<file path="src/mct_pkg.sv">
// Purpose: shared register map, field layout and reset values of the timer
// Assumes: 32-bit Avalon-MM slave, byte addresses, one word per register
// Notes:   match word m sits at OFF_MATCH_BASE + 4*m
package mct_pkg;
  localparam int DATA_W  = 32;
  localparam int ADDR_W  = 8;
  localparam int N_MATCH = 4;
  localparam int N_CAP   = 2;
  localparam int N_DMA   = 2;
  localparam int N_EV    = 6;

  // ------------------------------------------------------------------
  // register offsets
  // ------------------------------------------------------------------
  localparam logic [7:0] OFF_CTRL       = 8'h00;
  localparam logic [7:0] OFF_COUNT      = 8'h04;
  localparam logic [7:0] OFF_PRE_TERM   = 8'h08;
  localparam logic [7:0] OFF_PRE_CNT    = 8'h0c;
  localparam logic [7:0] OFF_MATCH_BASE = 8'h10;
  localparam logic [7:0] OFF_MATCH_CTRL = 8'h20;
  localparam logic [7:0] OFF_EXT_CTRL   = 8'h24;
  localparam logic [7:0] OFF_CAP_CTRL   = 8'h28;
  localparam logic [7:0] OFF_CAP0       = 8'h2c;
  localparam logic [7:0] OFF_CAP1       = 8'h30;
  localparam logic [7:0] OFF_STATUS     = 8'h34;
  localparam logic [7:0] OFF_CLEAR      = 8'h38;
  localparam logic [7:0] OFF_IRQ_EN     = 8'h3c;

  // ------------------------------------------------------------------
  // field positions
  // ------------------------------------------------------------------
  localparam int CTRL_RUN     = 0;
  localparam int CTRL_HOLD    = 1;
  localparam int CTRL_EXT     = 2;
  localparam int MC_INT       = 0;
  localparam int MC_RST       = 1;
  localparam int MC_STOP      = 2;
  localparam int MC_STRIDE    = 3;
  localparam int EC_ACT_W     = 2;
  localparam int EC_DMA_POS   = 8;
  localparam int EC_STATE_POS = 16;
  localparam int CC_RISE      = 0;
  localparam int CC_FALL      = 1;
  localparam int CC_INT       = 2;
  localparam int CC_STRIDE    = 3;
  localparam int ST_CAP_POS   = 4;

  // ------------------------------------------------------------------
  // reset values
  // ------------------------------------------------------------------
  localparam logic [2:0]  RST_CTRL       = 3'h0;
  localparam logic [31:0] RST_WORD       = 32'h0;
  localparam logic [11:0] RST_MATCH_CTRL = 12'h000;
  localparam logic [7:0]  RST_ACT        = 8'h00;
  localparam logic [1:0]  RST_DMA_EN     = 2'h0;
  localparam logic [5:0]  RST_CAP_CTRL   = 6'h00;
  localparam logic [5:0]  RST_IRQ_EN     = 6'h00;
  localparam logic [5:0]  RST_STATUS     = 6'h00;
  localparam logic [3:0]  RST_OUT        = 4'h0;

  typedef enum logic [1:0] {
    ACT_NONE,
    ACT_LOW,
    ACT_HIGH,
    ACT_TOGGLE
  } mct_act_type;
endpackage

</file>
<file path="src/mct_capture.sv">
// Purpose: one capture channel, snapshots the count on an input edge
// Assumes: capture input synchronous to clk_sys
// Notes:   event output is combinational, valid while clk_en is high
`timescale 1ns/1ps
module mct_capture #(
  parameter int W = 32
) (
  input  wire logic         clk_sys,
  input  wire logic         reset_n,
  input  wire logic         clk_en,
  input  wire logic         cap_in,
  input  wire logic         rise_en,
  input  wire logic         fall_en,
  input  wire logic [W-1:0] count,
  output logic      [W-1:0] cap_value,
  output logic              cap_event
);
  logic prev_reg;

  assign cap_event = clk_en & ((rise_en & cap_in & ~prev_reg) |
                               (fall_en & ~cap_in & prev_reg));

  always_ff @(posedge clk_sys) begin
    if (!reset_n) begin
      prev_reg  <= 1'b0;
      cap_value <= '0;
    end else if (clk_en) begin
      prev_reg <= cap_in;
      if (cap_event) begin
        cap_value <= count;
      end
    end
  end
endmodule

</file>
<file path="src/mct_timer.sv">
// Purpose: 32-bit match/capture timer with prescaler behind Avalon-MM
// Assumes: all inputs synchronous to clk_sys; clk_en low freezes all state
// Notes:   events latch in status; irq is a registered level
// Operation
// - count system clock or external input edges
// - 32-bit count through 32-bit prescaler
// - two channels capture count on input edge
// - capture may flag interrupt, per-channel enable
// - four match words, optional interrupt on equality
// - stop counting on selected match
// - reset count to zero on selected match
// - match drives output low, high, toggle, none
// - matches zero and one can request DMA
//
// Decided for this implementation: the address map and register access over Avalon-MM.
`timescale 1ns/1ps
module mct_timer (
  input  wire logic        clk_sys,
  input  wire logic        reset_n,
  input  wire logic        clk_en,
  input  wire logic [7:0]  avs_address,
  input  wire logic        avs_read,
  input  wire logic        avs_write,
  input  wire logic [31:0] avs_writedata,
  input  wire logic [3:0]  avs_byteenable,
  output logic      [31:0] avs_readdata,
  output logic             avs_waitrequest,
  input  wire logic        count_in,
  input  wire logic        timer0_capture_in0,
  input  wire logic        timer0_capture_in1,
  output logic             timer0_match_out0,
  output logic             timer0_match_out1,
  output logic             timer0_match_out2,
  output logic             timer0_match_out3,
  output logic             dma_req0,
  output logic             dma_req1,
  output logic             irq
);
  // ------------------------------------------------------------------
  // state
  // ------------------------------------------------------------------
  logic [2:0]  ctrl_reg;
  logic [31:0] count_reg;
  logic [31:0] pre_term_reg;
  logic [31:0] pre_cnt_reg;
  logic [31:0] match_reg [mct_pkg::N_MATCH];
  logic [11:0] match_ctrl_reg;
  logic [7:0]  act_reg;
  logic [1:0]  dma_en_reg;
  logic [5:0]  cap_ctrl_reg;
  logic [5:0]  status_reg;
  logic [5:0]  irq_en_reg;
  logic [3:0]  out_reg;
  logic [1:0]  dma_reg;
  logic        irq_reg;
  logic        wait_reg;
  logic        cin_prev_reg;
  logic [31:0] rdata_reg;
  logic [31:0] cap_val [mct_pkg::N_CAP];
  logic [1:0]  cap_ev;
  logic [31:0] rd_mux;

  function automatic logic [31:0] mct_merge(input logic [31:0] old,
                                            input logic [31:0] wd,
                                            input logic [3:0]  be);
    logic [31:0] res;
    res = old;
    for (int i = 0; i < 4; i++) begin
      if (be[i]) begin
        res[8*i +: 8] = wd[8*i +: 8];
      end
    end
    return res;
  endfunction

  function automatic logic mct_drive(input logic cur, input logic [1:0] act);
    case (mct_pkg::mct_act_type'(act))
      mct_pkg::ACT_LOW:    return 1'b0;
      mct_pkg::ACT_HIGH:   return 1'b1;
      mct_pkg::ACT_TOGGLE: return ~cur;
      default:             return cur;
    endcase
  endfunction

  // ------------------------------------------------------------------
  // bus decode
  // ------------------------------------------------------------------
  wire logic        bus_req = avs_read | avs_write;
  wire logic        wr_go   = avs_write & ~wait_reg & clk_en;
  wire logic [31:0] wmerge0 = mct_merge(32'h0, avs_writedata, avs_byteenable);
  wire logic wr_ctrl   = wr_go & (avs_address == mct_pkg::OFF_CTRL);
  wire logic wr_count  = wr_go & (avs_address == mct_pkg::OFF_COUNT);
  wire logic wr_pre    = wr_go & (avs_address == mct_pkg::OFF_PRE_TERM);
  wire logic wr_mctrl  = wr_go & (avs_address == mct_pkg::OFF_MATCH_CTRL);
  wire logic wr_ectrl  = wr_go & (avs_address == mct_pkg::OFF_EXT_CTRL);
  wire logic wr_cctrl  = wr_go & (avs_address == mct_pkg::OFF_CAP_CTRL);
  wire logic wr_clear  = wr_go & (avs_address == mct_pkg::OFF_CLEAR);
  wire logic wr_irq_en = wr_go & (avs_address == mct_pkg::OFF_IRQ_EN);
  logic [3:0] wr_match;

  // ------------------------------------------------------------------
  // count source and prescaler
  // ------------------------------------------------------------------
  wire logic running  = ctrl_reg[mct_pkg::CTRL_RUN] & ~ctrl_reg[mct_pkg::CTRL_HOLD];
  wire logic ext_edge = count_in & ~cin_prev_reg;
  wire logic src_tick = ctrl_reg[mct_pkg::CTRL_EXT] ? ext_edge : 1'b1;
  wire logic src_go   = running & src_tick & clk_en;
  wire logic pre_done = src_go & (pre_cnt_reg == pre_term_reg);

  // ------------------------------------------------------------------
  // match compare
  // ------------------------------------------------------------------
  logic [3:0] hit;
  logic [3:0] mc_int;
  logic [3:0] mc_rst;
  logic [3:0] mc_stop;
  logic [3:0] out_next;

  for (genvar m = 0; m < mct_pkg::N_MATCH; m++) begin : g_match
    assign wr_match[m] = wr_go &
      (avs_address == mct_pkg::OFF_MATCH_BASE + 8'(m * 4));
    assign hit[m]      = pre_done & (count_reg == match_reg[m]);
    assign mc_int[m]   = match_ctrl_reg[m*mct_pkg::MC_STRIDE + mct_pkg::MC_INT];
    assign mc_rst[m]   = match_ctrl_reg[m*mct_pkg::MC_STRIDE + mct_pkg::MC_RST];
    assign mc_stop[m]  = match_ctrl_reg[m*mct_pkg::MC_STRIDE + mct_pkg::MC_STOP];
    assign out_next[m] = hit[m] ?
      mct_drive(out_reg[m], act_reg[m*mct_pkg::EC_ACT_W +: 2]) : out_reg[m];
  end

  wire logic any_rst  = |(hit & mc_rst);
  wire logic any_stop = |(hit & mc_stop);

  // ------------------------------------------------------------------
  // capture channels
  // ------------------------------------------------------------------
  wire logic [1:0] cap_pins = {timer0_capture_in1, timer0_capture_in0};
  logic [1:0] cap_int;

  for (genvar c = 0; c < mct_pkg::N_CAP; c++) begin : g_cap
    assign cap_int[c] = cap_ctrl_reg[c*mct_pkg::CC_STRIDE + mct_pkg::CC_INT];
    mct_capture #(
      .W (32)
    ) u_cap (
      .clk_sys   (clk_sys),
      .reset_n   (reset_n),
      .clk_en    (clk_en),
      .cap_in    (cap_pins[c]),
      .rise_en   (cap_ctrl_reg[c*mct_pkg::CC_STRIDE + mct_pkg::CC_RISE]),
      .fall_en   (cap_ctrl_reg[c*mct_pkg::CC_STRIDE + mct_pkg::CC_FALL]),
      .count     (count_reg),
      .cap_value (cap_val[c]),
      .cap_event (cap_ev[c])
    );
  end

  // ------------------------------------------------------------------
  // next values
  // ------------------------------------------------------------------
  wire logic [5:0] events    = {cap_ev & cap_int, hit & mc_int};
  wire logic [5:0] clr_bits  = wr_clear ? wmerge0[5:0] : 6'h00;
  wire logic [5:0] status_next = (status_reg & ~clr_bits) | events;
  wire logic [31:0] count_wr = mct_merge(count_reg, avs_writedata, avs_byteenable);
  wire logic [31:0] mctrl_wr = mct_merge({20'h0, match_ctrl_reg}, avs_writedata, avs_byteenable);
  wire logic [31:0] count_next =
    wr_count                      ? count_wr :
    ctrl_reg[mct_pkg::CTRL_HOLD]  ? 32'h0 :
    !pre_done                     ? count_reg :
    any_rst                       ? 32'h0 :
    any_stop                      ? count_reg :
                                    count_reg + 32'h1;
  wire logic [31:0] pre_cnt_next =
    ctrl_reg[mct_pkg::CTRL_HOLD] ? 32'h0 :
    pre_done                     ? 32'h0 :
    src_go                       ? pre_cnt_reg + 32'h1 :
                                   pre_cnt_reg;
  wire logic [2:0] ctrl_stop = any_stop ?
    (ctrl_reg & ~3'(1 << mct_pkg::CTRL_RUN)) : ctrl_reg;
  wire logic [31:0] ext_word =
    {12'h000, out_reg, 6'h00, dma_en_reg, act_reg};

  always_comb begin
    rd_mux = 32'h0;
    case (avs_address)
      mct_pkg::OFF_CTRL:       rd_mux = {29'h0, ctrl_reg};
      mct_pkg::OFF_COUNT:      rd_mux = count_reg;
      mct_pkg::OFF_PRE_TERM:   rd_mux = pre_term_reg;
      mct_pkg::OFF_PRE_CNT:    rd_mux = pre_cnt_reg;
      mct_pkg::OFF_MATCH_CTRL: rd_mux = {20'h0, match_ctrl_reg};
      mct_pkg::OFF_EXT_CTRL:   rd_mux = ext_word;
      mct_pkg::OFF_CAP_CTRL:   rd_mux = {26'h0, cap_ctrl_reg};
      mct_pkg::OFF_CAP0:       rd_mux = cap_val[0];
      mct_pkg::OFF_CAP1:       rd_mux = cap_val[1];
      mct_pkg::OFF_STATUS:     rd_mux = {26'h0, status_reg};
      mct_pkg::OFF_IRQ_EN:     rd_mux = {26'h0, irq_en_reg};
      default: begin
        if (avs_address[7:4] == mct_pkg::OFF_MATCH_BASE[7:4]) begin
          rd_mux = match_reg[avs_address[3:2]];
        end
      end
    endcase
  end

  // ------------------------------------------------------------------
  // bus slave: one wait cycle, then a single ack cycle
  // ------------------------------------------------------------------
  always_ff @(posedge clk_sys) begin
    if (!reset_n) begin
      wait_reg  <= 1'b1;
      rdata_reg <= mct_pkg::RST_WORD;
    end else if (clk_en) begin
      if (bus_req && wait_reg) begin
        wait_reg  <= 1'b0;
        rdata_reg <= rd_mux;
      end else begin
        wait_reg <= 1'b1;
      end
    end
  end

  // ------------------------------------------------------------------
  // counter, prescaler and configuration
  // ------------------------------------------------------------------
  always_ff @(posedge clk_sys) begin
    if (!reset_n) begin
      ctrl_reg       <= mct_pkg::RST_CTRL;
      count_reg      <= mct_pkg::RST_WORD;
      pre_term_reg   <= mct_pkg::RST_WORD;
      pre_cnt_reg    <= mct_pkg::RST_WORD;
      match_ctrl_reg <= mct_pkg::RST_MATCH_CTRL;
      act_reg        <= mct_pkg::RST_ACT;
      dma_en_reg     <= mct_pkg::RST_DMA_EN;
      cap_ctrl_reg   <= mct_pkg::RST_CAP_CTRL;
      irq_en_reg     <= mct_pkg::RST_IRQ_EN;
      cin_prev_reg   <= 1'b0;
      for (int m = 0; m < mct_pkg::N_MATCH; m++) begin
        match_reg[m] <= mct_pkg::RST_WORD;
      end
    end else if (clk_en) begin
      cin_prev_reg <= count_in;
      count_reg    <= count_next;
      pre_cnt_reg  <= pre_cnt_next;
      ctrl_reg     <= wr_ctrl ? wmerge0[2:0] : ctrl_stop;
      if (wr_pre) pre_term_reg <= mct_merge(pre_term_reg, avs_writedata, avs_byteenable);
      if (wr_mctrl) match_ctrl_reg <= mctrl_wr[11:0];
      if (wr_ectrl) begin
        act_reg    <= wmerge0[7:0];
        dma_en_reg <= wmerge0[mct_pkg::EC_DMA_POS +: 2];
      end
      if (wr_cctrl) cap_ctrl_reg <= wmerge0[5:0];
      if (wr_irq_en) irq_en_reg <= wmerge0[5:0];
      for (int m = 0; m < mct_pkg::N_MATCH; m++) begin
        if (wr_match[m]) begin
          match_reg[m] <= mct_merge(match_reg[m], avs_writedata, avs_byteenable);
        end
      end
    end
  end

  // ------------------------------------------------------------------
  // events, outputs, interrupt
  // ------------------------------------------------------------------
  always_ff @(posedge clk_sys) begin
    if (!reset_n) begin
      status_reg <= mct_pkg::RST_STATUS;
      out_reg    <= mct_pkg::RST_OUT;
      dma_reg    <= mct_pkg::RST_DMA_EN;
      irq_reg    <= 1'b0;
    end else if (clk_en) begin
      status_reg <= status_next;
      out_reg    <= out_next;
      dma_reg    <= hit[1:0] & dma_en_reg;
      irq_reg    <= |(status_next & irq_en_reg);
    end
  end

  assign avs_readdata      = rdata_reg;
  assign avs_waitrequest   = wait_reg;
  assign timer0_match_out0 = out_reg[0];
  assign timer0_match_out1 = out_reg[1];
  assign timer0_match_out2 = out_reg[2];
  assign timer0_match_out3 = out_reg[3];
  assign dma_req0          = dma_reg[0];
  assign dma_req1          = dma_reg[1];
  assign irq               = irq_reg;
endmodule
</file>
<file path="config.mk">
export PLATFORM = sky130hd
export DESIGN_NAME = mct_timer
export DESIGN_NICKNAME = d
export VERILOG_FILES = /design/src/mct_pkg.sv /design/src/mct_capture.sv /design/src/mct_timer.sv
export SDC_FILE = /design/constraint.sdc
export NUM_CORES = 1
export LEC_CHECK = 0
export BUFFER_PORTS_ARGS = -buffer_cell sky130_fd_sc_hd__buf_4
export CORE_AREA = 2 2 215 217
export DETAILED_ROUTE_END_ITERATION = 10
export DIE_AREA = 0 0 217 219
export GPL_ROUTABILITY_DRIVEN = 0
export HOLD_SLACK_MARGIN = 0.03
export SYNTH_ARGS = -nofsm -noshare
export SYNTH_HDL_FRONTEND = slang
export SYNTH_HIERARCHICAL = 1
export SYNTH_SLANG_ARGS = --single-unit
</file>
<file path="constraint.sdc">
create_clock -name clk_sys -period 7.6 [get_ports clk_sys]
set_input_delay 1.52 -clock clk_sys [delete_from_list [all_inputs] [get_ports clk_sys]]
set_output_delay 1.52 -clock clk_sys [all_outputs]
set_load 0.03 [all_outputs]
</file>
==> results_dict.tcl <==
set metrics [dict create \
    status "finished clean" \
    fin_skew_ps 34.7 \
    ys_warn_count 6 \
    cts_tree "done" \
    ant_nets 0 \
    ys_seq_area_share_pct 44.5 \
    synthCells 2051 \
    fin_crit_sh_pct 58.0 \
    slew_headroom_pct 25.3 \
    vias 16431 \
    yosys.area.top_type_share_pct 25.0 \
    switching_share_pct 24.4 \
    cpMaxStageDelayCell "o31ai_2" \
    dp_hpwl_mm 48.3 \
    grt_pass1_wl_mm 101 \
    coreArea_um2 45100 \
    rsz0062_at_grt "no" \
    largest_reg_flops 128 \
    async_reset_ff_share_pct 0 \
    syn_area_um2 19700 \
    synthTopCellsByArea "dfxtp_1 25%, edfxtp_1 20%, nand2_1 5.1%" \
    clockBufferDepth 3 \
    cts_hold_buf 0 \
    finalSetupViolations 0 \
    clkPwrFrac_pct 46.2 \
    hold_violations 0 \
    start_util_pct 43.7 \
    leakagePower_nw 7.75 \
    rows 78 \
    routed_wl_mm 67.7 \
    path_clk_slew_ps 70 \
    cpMostUsedCell "a21oi_1" \
    yosys.area.top_type "dfxtp_1" \
    cp-startpoint "clk_en" \
    critical_path_class "primary input to flop" \
    maxCapViolations 0 \
    drt_pass1_iterations 7 \
    crit_chain "buf_4 > nand3b_1 > a21oi_1 > and4_1 > and3_1 > o41ai_2 > o31ai_2 > a21oi_1 > a211oi_1" \
    hp-start "g_cap[0].u_cap/cap_value[6]" \
    syn_avg_cell_area_um2 9.60 \
    die_h_um 219 \
    insertion_delay_ps 580 \
    multi_input_area_um2 10100 \
    period_needed_ps 4410 \
    syn2layout_area_growth_pct 11.2 \
    crit_fanout 30 \
    drive_gt1_share_pct 12.3 \
    synthTopCellsByCount "267 x nand2_1, 246 x dfxtp_1, 139 x nor2_1" \
    crit_required_ps 8080 \
    tns_ps 0 \
    cp_num_buf_inv 1 \
    yosysMostFrequentCell "nand2_1" \
    drt-vias-per-instance 6.15 \
    worstReg2RegStart "count_reg[3]" \
    nFillCells 4221 \
    dieArea_um2 47500 \
    post-cts-setup-buffer-count 0 \
    synth_edf_count 128 \
    grt_pass1_vias 15386 \
    grt_max_degree 147 \
    antenna_found_initial 2 \
    register_area_um2 8770 \
    worst_setup_path_end_kind "flop" \
    cp-start-kind "primary input" \
    peakVddDrop_mv 0.162 \
    synth_flop_cell "dfxtp_1" \
    syn-num-nets 2105 \
    seqPwrFrac_pct 47.4 \
    power_frac_comb_pct 6.4 \
    hold_path_class "flop to flop" \
    die_w_um 217 \
    timing.hold.ws_ps 456 \
    drv_slew 0 \
    drt_iter0_markers 2145 \
    cts_made_buffers 43 \
    root_buffer "clkbuf_16" \
    drc 0 \
    switchingPower_w 0.00110 \
    p_int_w 0.00340 \
    yosys_register_bits 374 \
    gr-usage-all-layers_pct 28.4 \
    io_buffer_count 91 \
    ys_types 75 \
    cp_top_family "compound AO/OA/AOI/OAI gates" \
    crit_arrival_ps 4890 \
    pin_count 92 \
    p_per_area_nw_per_um2 206 \
    nets 2093 \
    worst_slew_pin_slew_ps 1120 \
    cpPeakStageDelay_ps 940 \
    cts_max_level 2 \
    ctsResizeCount 0 \
    gr-total-overflow 0 \
    avgRoutedWirePerCell_um 25.3 \
    max_freq_ghz 0.227 \
    cts.sinks 374 \
]
[power groups by stage]
stage	combinational (W)	clock (W)	sequential, W
2_1_floorplan	0.000130	0	0.00219
3_3_place_gp	0.000280	0	0.00217
3_5_place_dp	0.000283	0	0.00218
4_1_cts	0.000284	0.00211	0.00213
5_1_grt	0.000302	0.00219	0.00214
6_report	0.000287	0.00208	0.00213
[cell type report]
type	instances	share of cell area, %
antenna	1	0.0114
clock buffer	57	5.44
clock inverter	20	0.972
inverter	8	0.143
multi-input combinational	1500	46.0
sequential	374	40.1
tap	600	3.43
timing repair buffer	112	3.92
[logic make-up after synthesis]
kind of cell,Yosys count,share of synthesized area (%)
mux,111,7.68
simple gates,781,19.4
fa+ha+maj,2,0.127
buf+inv,177,4.51
compound gates,415,15.2
xor+xnor,191,8.50
flops,374,44.5
[final timing paths]
check                                                    to  slack, ps  depth (start not counted)
worst min register to register  g_cap[0].u_cap/cap_value[6]        460                          2
worst max-delay path                          count_reg[16]       3190                          9
worst max register to register                count_reg[16]       3480                          8
worst min-delay path            g_cap[0].u_cap/cap_value[6]        460                          2
[cells in the final DEF (no fill, tap or decap), drive strengths merged, types with 35 or more instances in the layout]
cell / Yosys / routed
and2: 134 / 134
buf: 71 / 112
edfxtp: 128 / 128
a22o: 35 / 35
a21oi: 125 / 125
nand2: 269 / 269
dfxtp: 246 / 246
a22oi: 40 / 40
xor2: 102 / 102
nor2: 139 / 139
a221oi: 53 / 53
nand3: 71 / 71
nand4: 38 / 38
mux2i: 79 / 79
xnor2: 89 / 89
o21ai: 60 / 60
clkbuf: 98 / 57
[worst reg2reg max path: stages (launching register included)]
cell and delay, ps:
dfxtp_1 810, xor2_1 330, nor4_1 590, nand4_1 360, nor3_1 370, o41ai_2 250, o31ai_2 940, a21oi_1 110
a211oi_1 280
[metal layers]
metal | up-vias | GRT usage [%] | wire [um]
met4 | 2 | 11.4 | 2910
met5 | - | 0 | 10
li1 | 7403 | - | -
met2 | 877 | 42.9 | 29600
met1 | 7992 | 40.4 | 28500
met3 | 157 | 4.80 | 6650
[metrics by stage]
step,cells,setup WS [ps],instance area [um^2],util (%),total power (W)
2_1_floorplan,2051,3920,19700,-,0.00232
3_3_place_gp,2594,2780,20500,45.4,0.00245
3_5_place_dp,2594,2640,20500,45.4,0.00246
4_1_cts,2671,3270,21900,48.5,0.00452
5_1_grt,2671,2930,21900,48.5,0.00463
6_report,2672,3190,21900,48.5,0.00450
Power figures use the tool's default switching activity.
